[src/shared/dvs_pkg.sv]
/*
 * Constants and types shared by both ends of the dual-channel programmable
 * voltage serial control link.
 * Assumes a 10 MHz system clock on both ends.
 */
package dvs_pkg;
    localparam int SYS_CLK_HZ       = 10_000_000;
    localparam int CODE_W           = 8;
    localparam int ADDR_W           = 2;
    localparam int FRAME_BITS       = 1 + ADDR_W + CODE_W;
    localparam int BIT_CNT_W        = 4;
    // host clock: 800 ns period, four system cycles per half period
    localparam int LINK_HALF_CYC    = 4;
    localparam int GAP_CLKS         = 2;
    localparam int DISCARD_CLKS     = 2;
    // chip select filter: lows shorter than this are ignored
    localparam int CS_FILTER_NS     = 90;
    localparam int CS_FILTER_CYC    = (CS_FILTER_NS * SYS_CLK_HZ / 1000 + 999_999) / 1_000_000;
    // store cycle length, typical 4 ms, at most 5 ms
    localparam int STORE_MS         = 4;
    localparam int STORE_CYC        = STORE_MS * (SYS_CLK_HZ / 1000);
    localparam logic [7:0] NV_RESET_CH1 = 8'h80;
    localparam logic [7:0] NV_RESET_CH2 = 8'h80;
    typedef logic [CODE_W-1:0] dvs_code_t;
endpackage

[src/shared/dvs_if.sv]
/*
 * Pin-level link between host and device.
 * Assumes the bench resolves the shared data-out wire from serial_out_oe.
 */
`timescale 1ns/1ps
interface dvs_if;
    logic link_clk;
    logic chip_sel;
    logic serial_in;
    logic store_request;
    logic serial_out;
    logic serial_out_oe;
    logic ready_busy_n;
    modport dev  (input link_clk, chip_sel, serial_in, store_request,
                  output serial_out, serial_out_oe, ready_busy_n);
    modport host (output link_clk, chip_sel, serial_in, store_request,
                  input serial_out, serial_out_oe, ready_busy_n);
endinterface

[src/hdl/dvs_sync.sv]
/*
 * Two-flop synchroniser for one asynchronous level.
 * Assumes its input is a pin from outside the sys_clk domain.
 */
`timescale 1ns/1ps
module dvs_sync (
    // clock and reset
    input  wire logic sys_clk,
    input  wire logic rst_b,
    // level
    input  wire logic async_in,
    output logic      sync_out
);
    logic meta;
    always_ff @(posedge sys_clk or negedge rst_b) begin
        if (!rst_b) begin
            meta     <= 1'b0;
            sync_out <= 1'b0;
        end else begin
            meta     <= async_in;
            sync_out <= meta;
        end
    end
endmodule

[src/hdl/dvs_device.sv]
/*
 * Device end: receives serial frames, holds two 8-bit channel settings,
 * shifts old contents out, and runs the non-volatile store cycle.
 * Assumes the host obeys frame spacing and keeps clocking during a store.
 */
`timescale 1ns/1ps
// Summary of operation
// - two channels hold 8-bit setting codes
// - power-up loads stored values, no clock needed
// - address and data bits arrive LSB first
// - start bit one; ignore bits before it
// - sample serial input on host clock rise
// - host leaves two clocks between frames
// - address bits select channel one or two
// - accept frames and drive output while selected
// - deselect reloads both channels from storage
// - data output released while deselected
// - short chip select lows are filtered
// - output bits change on host clock rise
// - host clocks throughout the store cycle
// - state holds while the host clock idles
// - store cycle ends within maximum time
// - temporary setting leaves stored value untouched
// - frame is start, address, data; then update
// - store request drops ready; ignore link meanwhile; a deselect during the store still reloads both channels
// - previous contents shift out during transfer
// - unstored data discarded two clocks after reception
module dvs_device
    import dvs_pkg::*;
(
    // clock and reset
    input  wire logic sys_clk,
    input  wire logic rst_b,
    // link
    dvs_if.dev        link,
    // analog side
    output dvs_code_t voltage_channel_one,
    output dvs_code_t voltage_channel_two,
    output dvs_code_t stored_channel_one,
    output dvs_code_t stored_channel_two
);
    typedef enum logic [1:0] {DVS_IDLE, DVS_SHIFT, DVS_HOLD, DVS_STORE} dvs_state_e;

    logic               clk_s;
    logic               cs_s;
    logic               din_s;
    logic               store_request_s;
    logic               clk_d;
    logic               cs_filt;
    logic [3:0]         cs_low_cnt;
    dvs_state_e         state;
    logic [BIT_CNT_W-1:0] bit_cnt;
    logic [ADDR_W-1:0]  addr;
    dvs_code_t          data_sr;
    dvs_code_t          out_sr;
    dvs_code_t          store_request_reg;
    logic               store_request_sel;
    logic               store_request_seen;
    logic [1:0]         hold_cnt;
    logic [22:0]        store_cnt;
    logic               rise;
    logic               cs_fall;

    dvs_sync u_sync_clk  (.sys_clk(sys_clk), .rst_b(rst_b), .async_in(link.link_clk),      .sync_out(clk_s));
    dvs_sync u_sync_cs   (.sys_clk(sys_clk), .rst_b(rst_b), .async_in(link.chip_sel),      .sync_out(cs_s));
    dvs_sync u_sync_din  (.sys_clk(sys_clk), .rst_b(rst_b), .async_in(link.serial_in),     .sync_out(din_s));
    dvs_sync u_sync_store_request (.sys_clk(sys_clk), .rst_b(rst_b), .async_in(link.store_request), .sync_out(store_request_s));

    // edges found only on the synchronised clock, so an idle clock changes nothing
    assign rise = clk_s && !clk_d;

    always_ff @(posedge sys_clk or negedge rst_b) begin
        if (!rst_b) clk_d <= 1'b0;
        else        clk_d <= clk_s;
    end

    // low must persist past the filter window before it counts
    // the counter stops at the window, so a long low costs nothing
    always_ff @(posedge sys_clk or negedge rst_b) begin
        if (!rst_b) begin
            cs_filt    <= 1'b0;
            cs_low_cnt <= '0;
        end else if (cs_s) begin
            cs_filt    <= 1'b1;
            cs_low_cnt <= '0;
        end else if (cs_low_cnt >= 4'(CS_FILTER_CYC)) begin
            cs_filt    <= 1'b0;
        end else begin
            cs_low_cnt <= cs_low_cnt + 4'h1;
        end
    end
    assign cs_fall = cs_filt && !cs_s && cs_low_cnt >= 4'(CS_FILTER_CYC);

    // frame receiver and store sequencer
    always_ff @(posedge sys_clk or negedge rst_b) begin
        if (!rst_b) begin
            state     <= DVS_IDLE;
            bit_cnt   <= '0;
            addr      <= '0;
            data_sr   <= '0;
            out_sr    <= '0;
            store_request_reg  <= '0;
            store_request_sel  <= 1'b0;
            store_request_seen <= 1'b0;
            hold_cnt  <= '0;
            store_cnt <= '0;
        end else if (state == DVS_STORE) begin
            // link ignored while the store runs
            if (store_cnt == 23'(STORE_CYC - 1)) begin
                state     <= DVS_IDLE;
                store_cnt <= '0;
            end else begin
                store_cnt <= store_cnt + 23'h1;
            end
        end else if (!cs_filt) begin
            state     <= DVS_IDLE;
            bit_cnt   <= '0;
            store_request_seen <= 1'b0;
        end else begin
            // a store request counts only once a frame is under way
            if (store_request_s && state != DVS_IDLE)
                store_request_seen <= 1'b1;
            unique case (state)
                DVS_IDLE: begin
                    if (rise && din_s) begin
                        state   <= DVS_SHIFT;
                        bit_cnt <= '0;
                    end
                end
                DVS_SHIFT: begin
                    if (rise) begin
                        bit_cnt <= bit_cnt + 4'h1;
                        if (bit_cnt < 4'(ADDR_W)) begin
                            addr <= {din_s, addr[1]};
                            if (bit_cnt == 4'(ADDR_W - 1))
                                out_sr <= sel_code({din_s, addr[1]});
                        end else begin
                            data_sr <= {din_s, data_sr[7:1]};
                            out_sr  <= {1'b0, out_sr[7:1]};
                        end
                        if (bit_cnt == 4'(FRAME_BITS - 2)) begin
                            state    <= DVS_HOLD;
                            hold_cnt <= '0;
                        end
                    end
                end
                // two link clocks after the last data bit the receiver is free again
                DVS_HOLD: begin
                    if (rise) begin
                        if (hold_cnt == 2'(DISCARD_CLKS - 1)) begin
                            state <= store_request_seen && addr[1] == 1'b0 ? DVS_STORE : DVS_IDLE;
                            store_request_sel <= addr[0];
                            store_request_reg <= data_sr;
                            store_request_seen <= 1'b0;
                        end
                        hold_cnt <= hold_cnt + 2'h1;
                    end
                end
                DVS_STORE: ;
            endcase
        end
    end

    function automatic dvs_code_t sel_code(input logic [1:0] a);
        sel_code = a[0] ? voltage_channel_two : voltage_channel_one;
    endfunction

    // live settings: frame update, deselect reload
    // deselect reload wins over a frame update in the same cycle
    always_ff @(posedge sys_clk or negedge rst_b) begin
        if (!rst_b) begin
            voltage_channel_one <= NV_RESET_CH1;
            voltage_channel_two <= NV_RESET_CH2;
        end else if (cs_fall) begin
            voltage_channel_one <= stored_channel_one;
            voltage_channel_two <= stored_channel_two;
        end else if (state == DVS_HOLD && rise && hold_cnt == 2'h0 && !addr[1]) begin
            if (addr[0]) voltage_channel_two <= data_sr;
            else         voltage_channel_one <= data_sr;
        end
    end

    // non-volatile image; written only at the end of a store
    always_ff @(posedge sys_clk or negedge rst_b) begin
        if (!rst_b) begin
            stored_channel_one <= NV_RESET_CH1;
            stored_channel_two <= NV_RESET_CH2;
        end else if (state == DVS_STORE && store_cnt == 23'(STORE_CYC - 1)) begin
            if (store_request_sel) stored_channel_two <= store_request_reg;
            else          stored_channel_one <= store_request_reg;
        end
    end

    // pins; data out carries the old code from the last address bit on, so bit 0
    // already stands when the host takes its first sample, and rests at zero otherwise
    always_ff @(posedge sys_clk or negedge rst_b) begin
        if (!rst_b) begin
            link.serial_out    <= 1'b0;
            link.serial_out_oe <= 1'b0;
            link.ready_busy_n  <= 1'b1;
        end else begin
            link.serial_out    <= state == DVS_SHIFT && bit_cnt >= 4'(ADDR_W) ? out_sr[0] : 1'b0;
            link.serial_out_oe <= cs_filt && state != DVS_STORE;
            link.ready_busy_n  <= state != DVS_STORE;
        end
    end
endmodule

[src/flat_wrapper.sv]
// flat-port wrapper written by rule: the top's interface ports become plain ports
module dvs_device_flat import dvs_pkg::*;
  (sys_clk, rst_b, voltage_channel_one, voltage_channel_two, stored_channel_one, stored_channel_two, link_link_clk, link_chip_sel, link_serial_in, link_store_request, link_serial_out, link_serial_out_oe, link_ready_busy_n);
  dvs_if link_i ();
  input  wire logic sys_clk;
  input  wire logic rst_b;
  output dvs_code_t voltage_channel_one;
  output dvs_code_t voltage_channel_two;
  output dvs_code_t stored_channel_one;
  output dvs_code_t stored_channel_two;
  input wire logic [$bits(link_i.link_clk)-1:0] link_link_clk;
  input wire logic [$bits(link_i.chip_sel)-1:0] link_chip_sel;
  input wire logic [$bits(link_i.serial_in)-1:0] link_serial_in;
  input wire logic [$bits(link_i.store_request)-1:0] link_store_request;
  output wire logic [$bits(link_i.serial_out)-1:0] link_serial_out;
  output wire logic [$bits(link_i.serial_out_oe)-1:0] link_serial_out_oe;
  output wire logic [$bits(link_i.ready_busy_n)-1:0] link_ready_busy_n;
  assign link_i.link_clk = link_link_clk;
  assign link_i.chip_sel = link_chip_sel;
  assign link_i.serial_in = link_serial_in;
  assign link_i.store_request = link_store_request;
  assign link_serial_out = link_i.serial_out;
  assign link_serial_out_oe = link_i.serial_out_oe;
  assign link_ready_busy_n = link_i.ready_busy_n;
  dvs_device u_core (.sys_clk(sys_clk), .rst_b(rst_b), .link(link_i), .voltage_channel_one(voltage_channel_one), .voltage_channel_two(voltage_channel_two), .stored_channel_one(stored_channel_one), .stored_channel_two(stored_channel_two));
endmodule
[config.mk]
export PLATFORM = sky130hd
export DESIGN_NAME = dvs_device_flat
export DESIGN_NICKNAME = d
export VERILOG_FILES = /design/src/shared/dvs_pkg.sv /design/src/shared/dvs_if.sv /design/src/hdl/dvs_sync.sv /design/src/hdl/dvs_device.sv /design/src/flat_wrapper.sv
export SDC_FILE = /design/constraint.sdc
export NUM_CORES = 1
export LEC_CHECK = 0
export BUFFER_PORTS_ARGS = -buffer_cell sky130_fd_sc_hd__buf_2
export CORE_ASPECT_RATIO = 0.75
export CORE_MARGIN = 1
export CORE_UTILIZATION = 55
export DETAILED_ROUTE_END_ITERATION = 8
export HOLD_SLACK_MARGIN = 0.02
export PLACE_DENSITY = 0.85
export SYNTH_ARGS = -nofsm -noshare
export SYNTH_HDL_FRONTEND = slang
export SYNTH_SLANG_ARGS = --single-unit
[constraint.sdc]
create_clock -name sys_clk -period 3.6 [get_ports sys_clk]
set_clock_uncertainty 0.2 [all_clocks]
set_input_delay 0.18 -clock sys_clk [delete_from_list [all_inputs] [get_ports sys_clk]]
set_output_delay 0.18 -clock sys_clk [all_outputs]
set_load 0.05 [all_outputs]
After elaboration in Yosys (flattened, before gate mapping)
Cells that the tools add are included.
Word-level totals
  bits in registers: 108
  latch bits: 0
  memory bits (writable): 0
  bits in read-only memories: 0
  output and inout port bits: 35
  memories: 0
Cells by class
  add/sub/neg operators: 4
  multipliers: 0
  divide/modulo/power cells: 0
  $lt $le $gt $ge: 3
  eq/ne operators: 24
  shifts and indexed selects: 0
  muxes and demuxes: 38
  bitwise gates (word level): 4
  reductions and logical operators: 33
Operator list (count)
  2-to-1 mux 8 bit: 9
  2-to-1 mux 2 bit: 12
  adder 23 x 1 -> 23 bit (second input constant): 1
  equality test 23 x 16 -> 1 bit (second input constant): 1
  2-to-1 mux 23 bit: 1
  2-to-1 mux 4 bit: 5
  != test 4 bit (second input constant): 5
  AND reduction 5 bit: 4
  logical AND 1 bit: 12
  != test 2 bit (second input constant): 5
  nonzero test 2 bit: 5
  != test 3 bit (second input constant): 3
  adder 4 x 1 -> 4 bit (second input constant): 2
  2-to-1 mux 1 bit: 8
  case mux 4 bit (2 select lines): 1
  AND reduction 2 bit: 4
  AND reduction 7 bit: 1
  != test 2 x 1 -> 1 bit (second input constant): 3
  case mux 2 bit (3 select lines): 1
  AND reduction 6 bit: 1
  != test 5 bit (second input constant): 1
  equality test 2 x 1 -> 1 bit (second input constant): 2
  equality test 2 bit (second input constant): 2
  equality test 4 x 1 -> 1 bit (second input constant): 1
  10 further kinds: 16

Longest topological paths before layout
  word-level depth: 8
  mapped depth: 8
  mapped depth without buffers: 7

Cells and area by module
From an unflattened synthesis, not the netlist that was laid out.
Unflattened totals
  cells, all modules: 412
  area, all modules: 4953.5 sq um
By module, submodules not included
  dvs_device: instances 1, cells each 404, area an instance 4753.3 sq um
  dvs_sync: instances 4, cells each 2, area an instance 50.0 sq um

Worst setup path before layout
OpenSTA, ideal clock, no wires.
  kind: reg-to-reg
  start: register u_core.store_cnt[8]
  end: register u_core.stored_channel_one[0]
  setup time: 0.125 ns
  data arrival time: 2.044 ns
  required time: 3.275 ns
  path slack: 1.231 ns
  cell stages (with the launch flop): 8
  path buffers: 2
  period minus slack after synthesis: 2.369 ns
  path through: dfrtp_1 > or4_1 > nor4_4 > and4_1 > buf_4 > and2b_2 > buf_8 > mux2_4
Between the ends
  cells in the longest elaborated chain, start to end: 3
Ends and longest elaborated chain
  start, declared: RTL line dvs_device.sv:60  | logic [22:0] store_cnt;
  start signal, assigned: RTL line dvs_device.sv:113  | store_cnt <= store_cnt + 23'h1;
  equality test 23 x 16 -> 1 bit: RTL line dvs_device.sv:188  | end else if (state == DVS_STORE && store_cnt == 23'(STORE_CYC - 1)) begin
  logical AND 1 bit: RTL line dvs_device.sv:188
  AND reduction 2 bit (no source line)
  end signal, assigned: RTL line dvs_device.sv:190  | else stored_channel_one <= store_request_reg;
  end, declared: RTL line dvs_device.sv:39  | output dvs_code_t stored_channel_one,
Every way passes these cells.
A chain may end at the register's enable or synchronous reset.

Final worst setup path
  start: register u_core.store_cnt[16]
  end: register u_core.stored_channel_one[2]
Same word-level chain as after synthesis.

==> flow_metrics.py <==
metrics = {
    "finish": {
        "largest_register_ffs": 23,
        "finalInstanceArea_mm2": 0.00555,
        "post_route_cells_drive_above_1_share_pct": 23.0,
        "registers.top_by_ff_count": "u_core.store_cnt",
        "final_nets": 489,
        "diodes": 0,
        "syn2layout_area_growth_pct": 13.2,
    },
    "synthesis": {
        "syn_area_per_cell_um2": 11.6,
        "ys_ff_latch": 108,
        "synth.top_cells.by_count": "sky130_fd_sc_hd__dfrtp_1, sky130_fd_sc_hd__nand2_1, sky130_fd_sc_hd__o21ai_0, sky130_fd_sc_hd__mux2_2, sky130_fd_sc_hd__mux2i_1",
        "synth_top_cell_by_area": "sky130_fd_sc_hd__dfrtp_1",
        "syn_area_mm2": 0.00490,
        "synthesis.instances": 424,
        "synth_seq_area_share_pct": 55.3,
        "yosysTopAreaCellShare_pct": 52.6,
        "synth_fp_nets": 444,
        "synth.most_common_cell": "sky130_fd_sc_hd__dfrtp_1",
        "synth_edf_count": 0,
        "share_of_synthesized_flip_flops_with_an_asynchronous_set_or_reset_pct": 100,
        "synth_area_leaders": "sky130_fd_sc_hd__dfrtp_1, sky130_fd_sc_hd__mux2_2, sky130_fd_sc_hd__mux2i_1, sky130_fd_sc_hd__ha_1, sky130_fd_sc_hd__o21ai_0",
        "synthFlopType": "sky130_fd_sc_hd__dfrtp_1",
        "synth-warning-count": 0,
        "count_of_distinct_cell_types_in_the_synthesized_netlist": 43,
    },
    "global_route": {
        "gr-usage-all-layers_pct": 22.5,
        "grt_pass1_wl_mm": 16.0,
        "grt_start_max_net_pins": 56,
        "vias_in_the_first_global_route": 3206,
        "antenna_found_initial": 0,
        "grt_overflow": 0,
    },
    "cts": {
        "cts_num_sinks": 108,
        "cts_tree": "done",
        "htree_levels": 3,
        "post-cts-setup-buffers": 0,
        "worst_skew_pair.late_latency_ps": 350,
        "root_buffer": "sky130_fd_sc_hd__clkbuf_16",
        "inserted_clock_buffers": 9,
        "clk_pin_slew_ps": 70,
        "cts-resized-gates": 0,
        "clockBufferDepth": 2,
    },
    "sta": {
        "rsz0062_at_grt": "no",
        "tns_ps": 0,
        "layout_min_cycle_time_ps": 2610,
        "timing_hold_violations_final": 0,
        "finalSetupViolations": 0,
        "post-route-period-util_pct": 72.5,
        "report.final.slew_viol_count": 0,
        "slew-limit-headroom_pct": 32.5,
        "timing_worst_slew_pin_value_ps": 1010,
        "fmaxAchievable_mhz": 383,
    },
    "floorplanning": {
        "fp.dieH_um": 83.7,
        "initial_standard_cell_utilization_of_the_core_pct": 57.2,
        "core-area_mm2": 0.00856,
        "io_pins": 41,
        "die_w_um": 111,
        "floorplan.die_area_mm2": 0.00929,
        "core.rowCount": 29,
    },
    "place": {
        "place.gp.congestion": 0.849,
        "port-buffer-count": 40,
        "post-dp-hpwl_mm": 6.56,
        "post_dp_cell_area_mm2": 0.00520,
    },
    "detailed_routing": {
        "ant_nets": 0,
        "postRouteWirelength_mm": 9.67,
        "route.vias.total": 3299,
        "drcViolationCount": 4,
        "avgRoutedWirePerCell_um": 16.6,
        "drt_first_pass_iters": 6,
        "drtIter0Drc": 197,
        "drt_via_density": 5.67,
    },
    "run_status": {
        "violated_checks": "DRC",
        "outcome": "finished with violations",
    },
    "critical_path": {
        "critical-path-slowest-cell": "sky130_fd_sc_hd__or4b_1",
        "critPathMaxStageDelay_ps": 540,
        "worst-setup-path-type": "reg -> reg",
        "path_cells": "or4b_1, nor3_2, and4_1, and2b_2, mux2_4",
        "end_kind": "flip-flop",
        "cp_max_fo": 8,
        "setup.worst_path.start_class": "flip-flop",
        "worst-endpoint-arrival_ps": 2640,
        "critical-path-top-delay-family": "simple AND/OR/NAND/NOR gates",
        "crit_buf_inv": 0,
        "cp_data_required_time_ps": 3630,
    },
    "power": {
        "cellPowerDensity_mw_per_mm2": 530,
        "leakage_uw": 0.00279,
        "maximum_vdd_drop_v": 0.000382,
    },
    "min_path": {
        "min_path_type": "reg -> reg",
    },
    "job": {
        "drv.max_cap_violation_count": 0,
    },
}
-- worst paths after layout --
kind	start	endpoint	slack, ps	cells past startpoint
worst max-delay path	u_core.store_cnt[16]$_DFFE_PN0P_	u_core.stored_channel_one[2]$_DFFE_PN0P_	990	5
worst min-delay path	u_core.u_sync_din.meta$_DFF_PN0_	u_core.u_sync_din.sync_out$_DFF_PN0_	150	0
worst max register to register	u_core.store_cnt[16]$_DFFE_PN0P_	u_core.stored_channel_one[2]$_DFFE_PN0P_	990	5
worst min register to register	u_core.u_sync_din.meta$_DFF_PN0_	u_core.u_sync_din.sync_out$_DFF_PN0_	150	0
max in group asynchronous	rst_b	u_core.stored_channel_two[7]$_DFFE_PN1P_	2110	3
min in group asynchronous	rst_b	u_core.store_cnt[19]$_DFFE_PN0P_	210	2
-- worst reg2reg max path: stages, from the launching register on --
cell and delay, ps:
sky130_fd_sc_hd__dfrtp_1 410, sky130_fd_sc_hd__or4b_1 540, sky130_fd_sc_hd__nor3_2 260, sky130_fd_sc_hd__and4_1 380, sky130_fd_sc_hd__and2b_2 380, sky130_fd_sc_hd__mux2_4 330
-- cell families (layout without fill, tap and decap cells) --
| logic type | count (synthesis) | in the layout | share of synthesized area (%) |
|---|---|---|---|
| AOI/OAI and AO/OA | 61 | 61 | 7.05 |
| DFF | 108 | 108 | 55.3 |
| adders and majority gates | 14 | 14 | 3.58 |
| muxes | 63 | 63 | 14.4 |
| and+or+nand+nor | 129 | 129 | 13.6 |
| xor gates and xnor gates | 20 | 20 | 3.58 |
| buffers and inverters | 29 | 79 | 2.53 |
-- repair_timing --
item	4_1_cts	5_1_grt
hold endpoints to repair	57	0
hold buffers	5	0
endpoints found under the setup margin	0	0
-- metal layers --
metal  share of wire [%]  routed length [um]  global-route usage, %  vias up
li1                    -                   -                      -     1558
met1                  48                4660                   32.3     1662
met2                  46                4440                   33.2       69
met3                 4.6                 445                   6.03       10
met4                 1.2                 119                   7.97        0
met5                   0                   0                      0        -
-- power breakdown --
part / leakage (uW) / switching (uW) / internal, uW
combinational: 0.00119 / 352 / 221
clock: 0.000146 / 468 / 488
sequential: 0.00145 / 115 / 1300
total: 0.00279 / 936 / 2000
-- layout make-up --
class                           instances  area (um^2)
Inverter                               13         48.8
Clock buffer                            9          225
Multi-Input combinational cell        287         2070
Clock inverter                          7         65.1
Timing Repair Buffer                   50          290
Tap cell                              108          135
Sequential cell                       108         2710
Fill cell                             637         3020
-- placed cells by master (no fill, tap or decap), types with 2 or more instances in the layout --
master / instances
sky130_fd_sc_hd__nor3_2: 2
sky130_fd_sc_hd__clkinv_4: 2
sky130_fd_sc_hd__nor2b_1: 4
sky130_fd_sc_hd__clkbuf_16: 9
sky130_fd_sc_hd__o21ai_0: 34
sky130_fd_sc_hd__nand3_1: 16
sky130_fd_sc_hd__nand4b_1: 2
sky130_fd_sc_hd__nor3_1: 6
sky130_fd_sc_hd__nor4_1: 2
sky130_fd_sc_hd__ha_1: 14
sky130_fd_sc_hd__or3_1: 2
sky130_fd_sc_hd__and3_1: 5
sky130_fd_sc_hd__mux2i_1: 26
sky130_fd_sc_hd__mux2_4: 8
sky130_fd_sc_hd__and4_1: 3
sky130_fd_sc_hd__mux2_2: 29
sky130_fd_sc_hd__and2_1: 4
sky130_fd_sc_hd__inv_1: 13
sky130_fd_sc_hd__or4b_1: 2
sky130_fd_sc_hd__nand2_1: 44
sky130_fd_sc_hd__a21oi_1: 14
sky130_fd_sc_hd__a22o_1: 2
sky130_fd_sc_hd__a21o_1: 3
sky130_fd_sc_hd__inv_8: 3
sky130_fd_sc_hd__o2bb2ai_1: 2
sky130_fd_sc_hd__dlygate4sd3_1: 5
sky130_fd_sc_hd__buf_2: 39
sky130_fd_sc_hd__dfstp_2: 5
sky130_fd_sc_hd__buf_4: 6
sky130_fd_sc_hd__dfrtp_1: 103
sky130_fd_sc_hd__o31ai_1: 2
sky130_fd_sc_hd__nand4_1: 6
sky130_fd_sc_hd__xnor2_1: 14
sky130_fd_sc_hd__nor2_1: 22
sky130_fd_sc_hd__nand2b_1: 3
sky130_fd_sc_hd__xor2_1: 6
-- per-stage QoR --
| step | hold slack (ps) | std cells | setup WS [ps] | power, uW | util (%) |
|---|---|---|---|---|---|
| floorplan | -316 | 424 | 1230 | 1820 | - |
| global placement | 59.4 | 561 | 1060 | 1960 | 60.8 |
| detailed placement | 58.3 | 561 | 991 | 1990 | 60.8 |
| CTS | 152 | 582 | 991 | 2960 | 64.8 |
| global route | 158 | 582 | 838 | 3080 | 64.8 |
| finish | 150 | 582 | 989 | 2940 | 64.8 |
(Power assumes the default switching activity.)
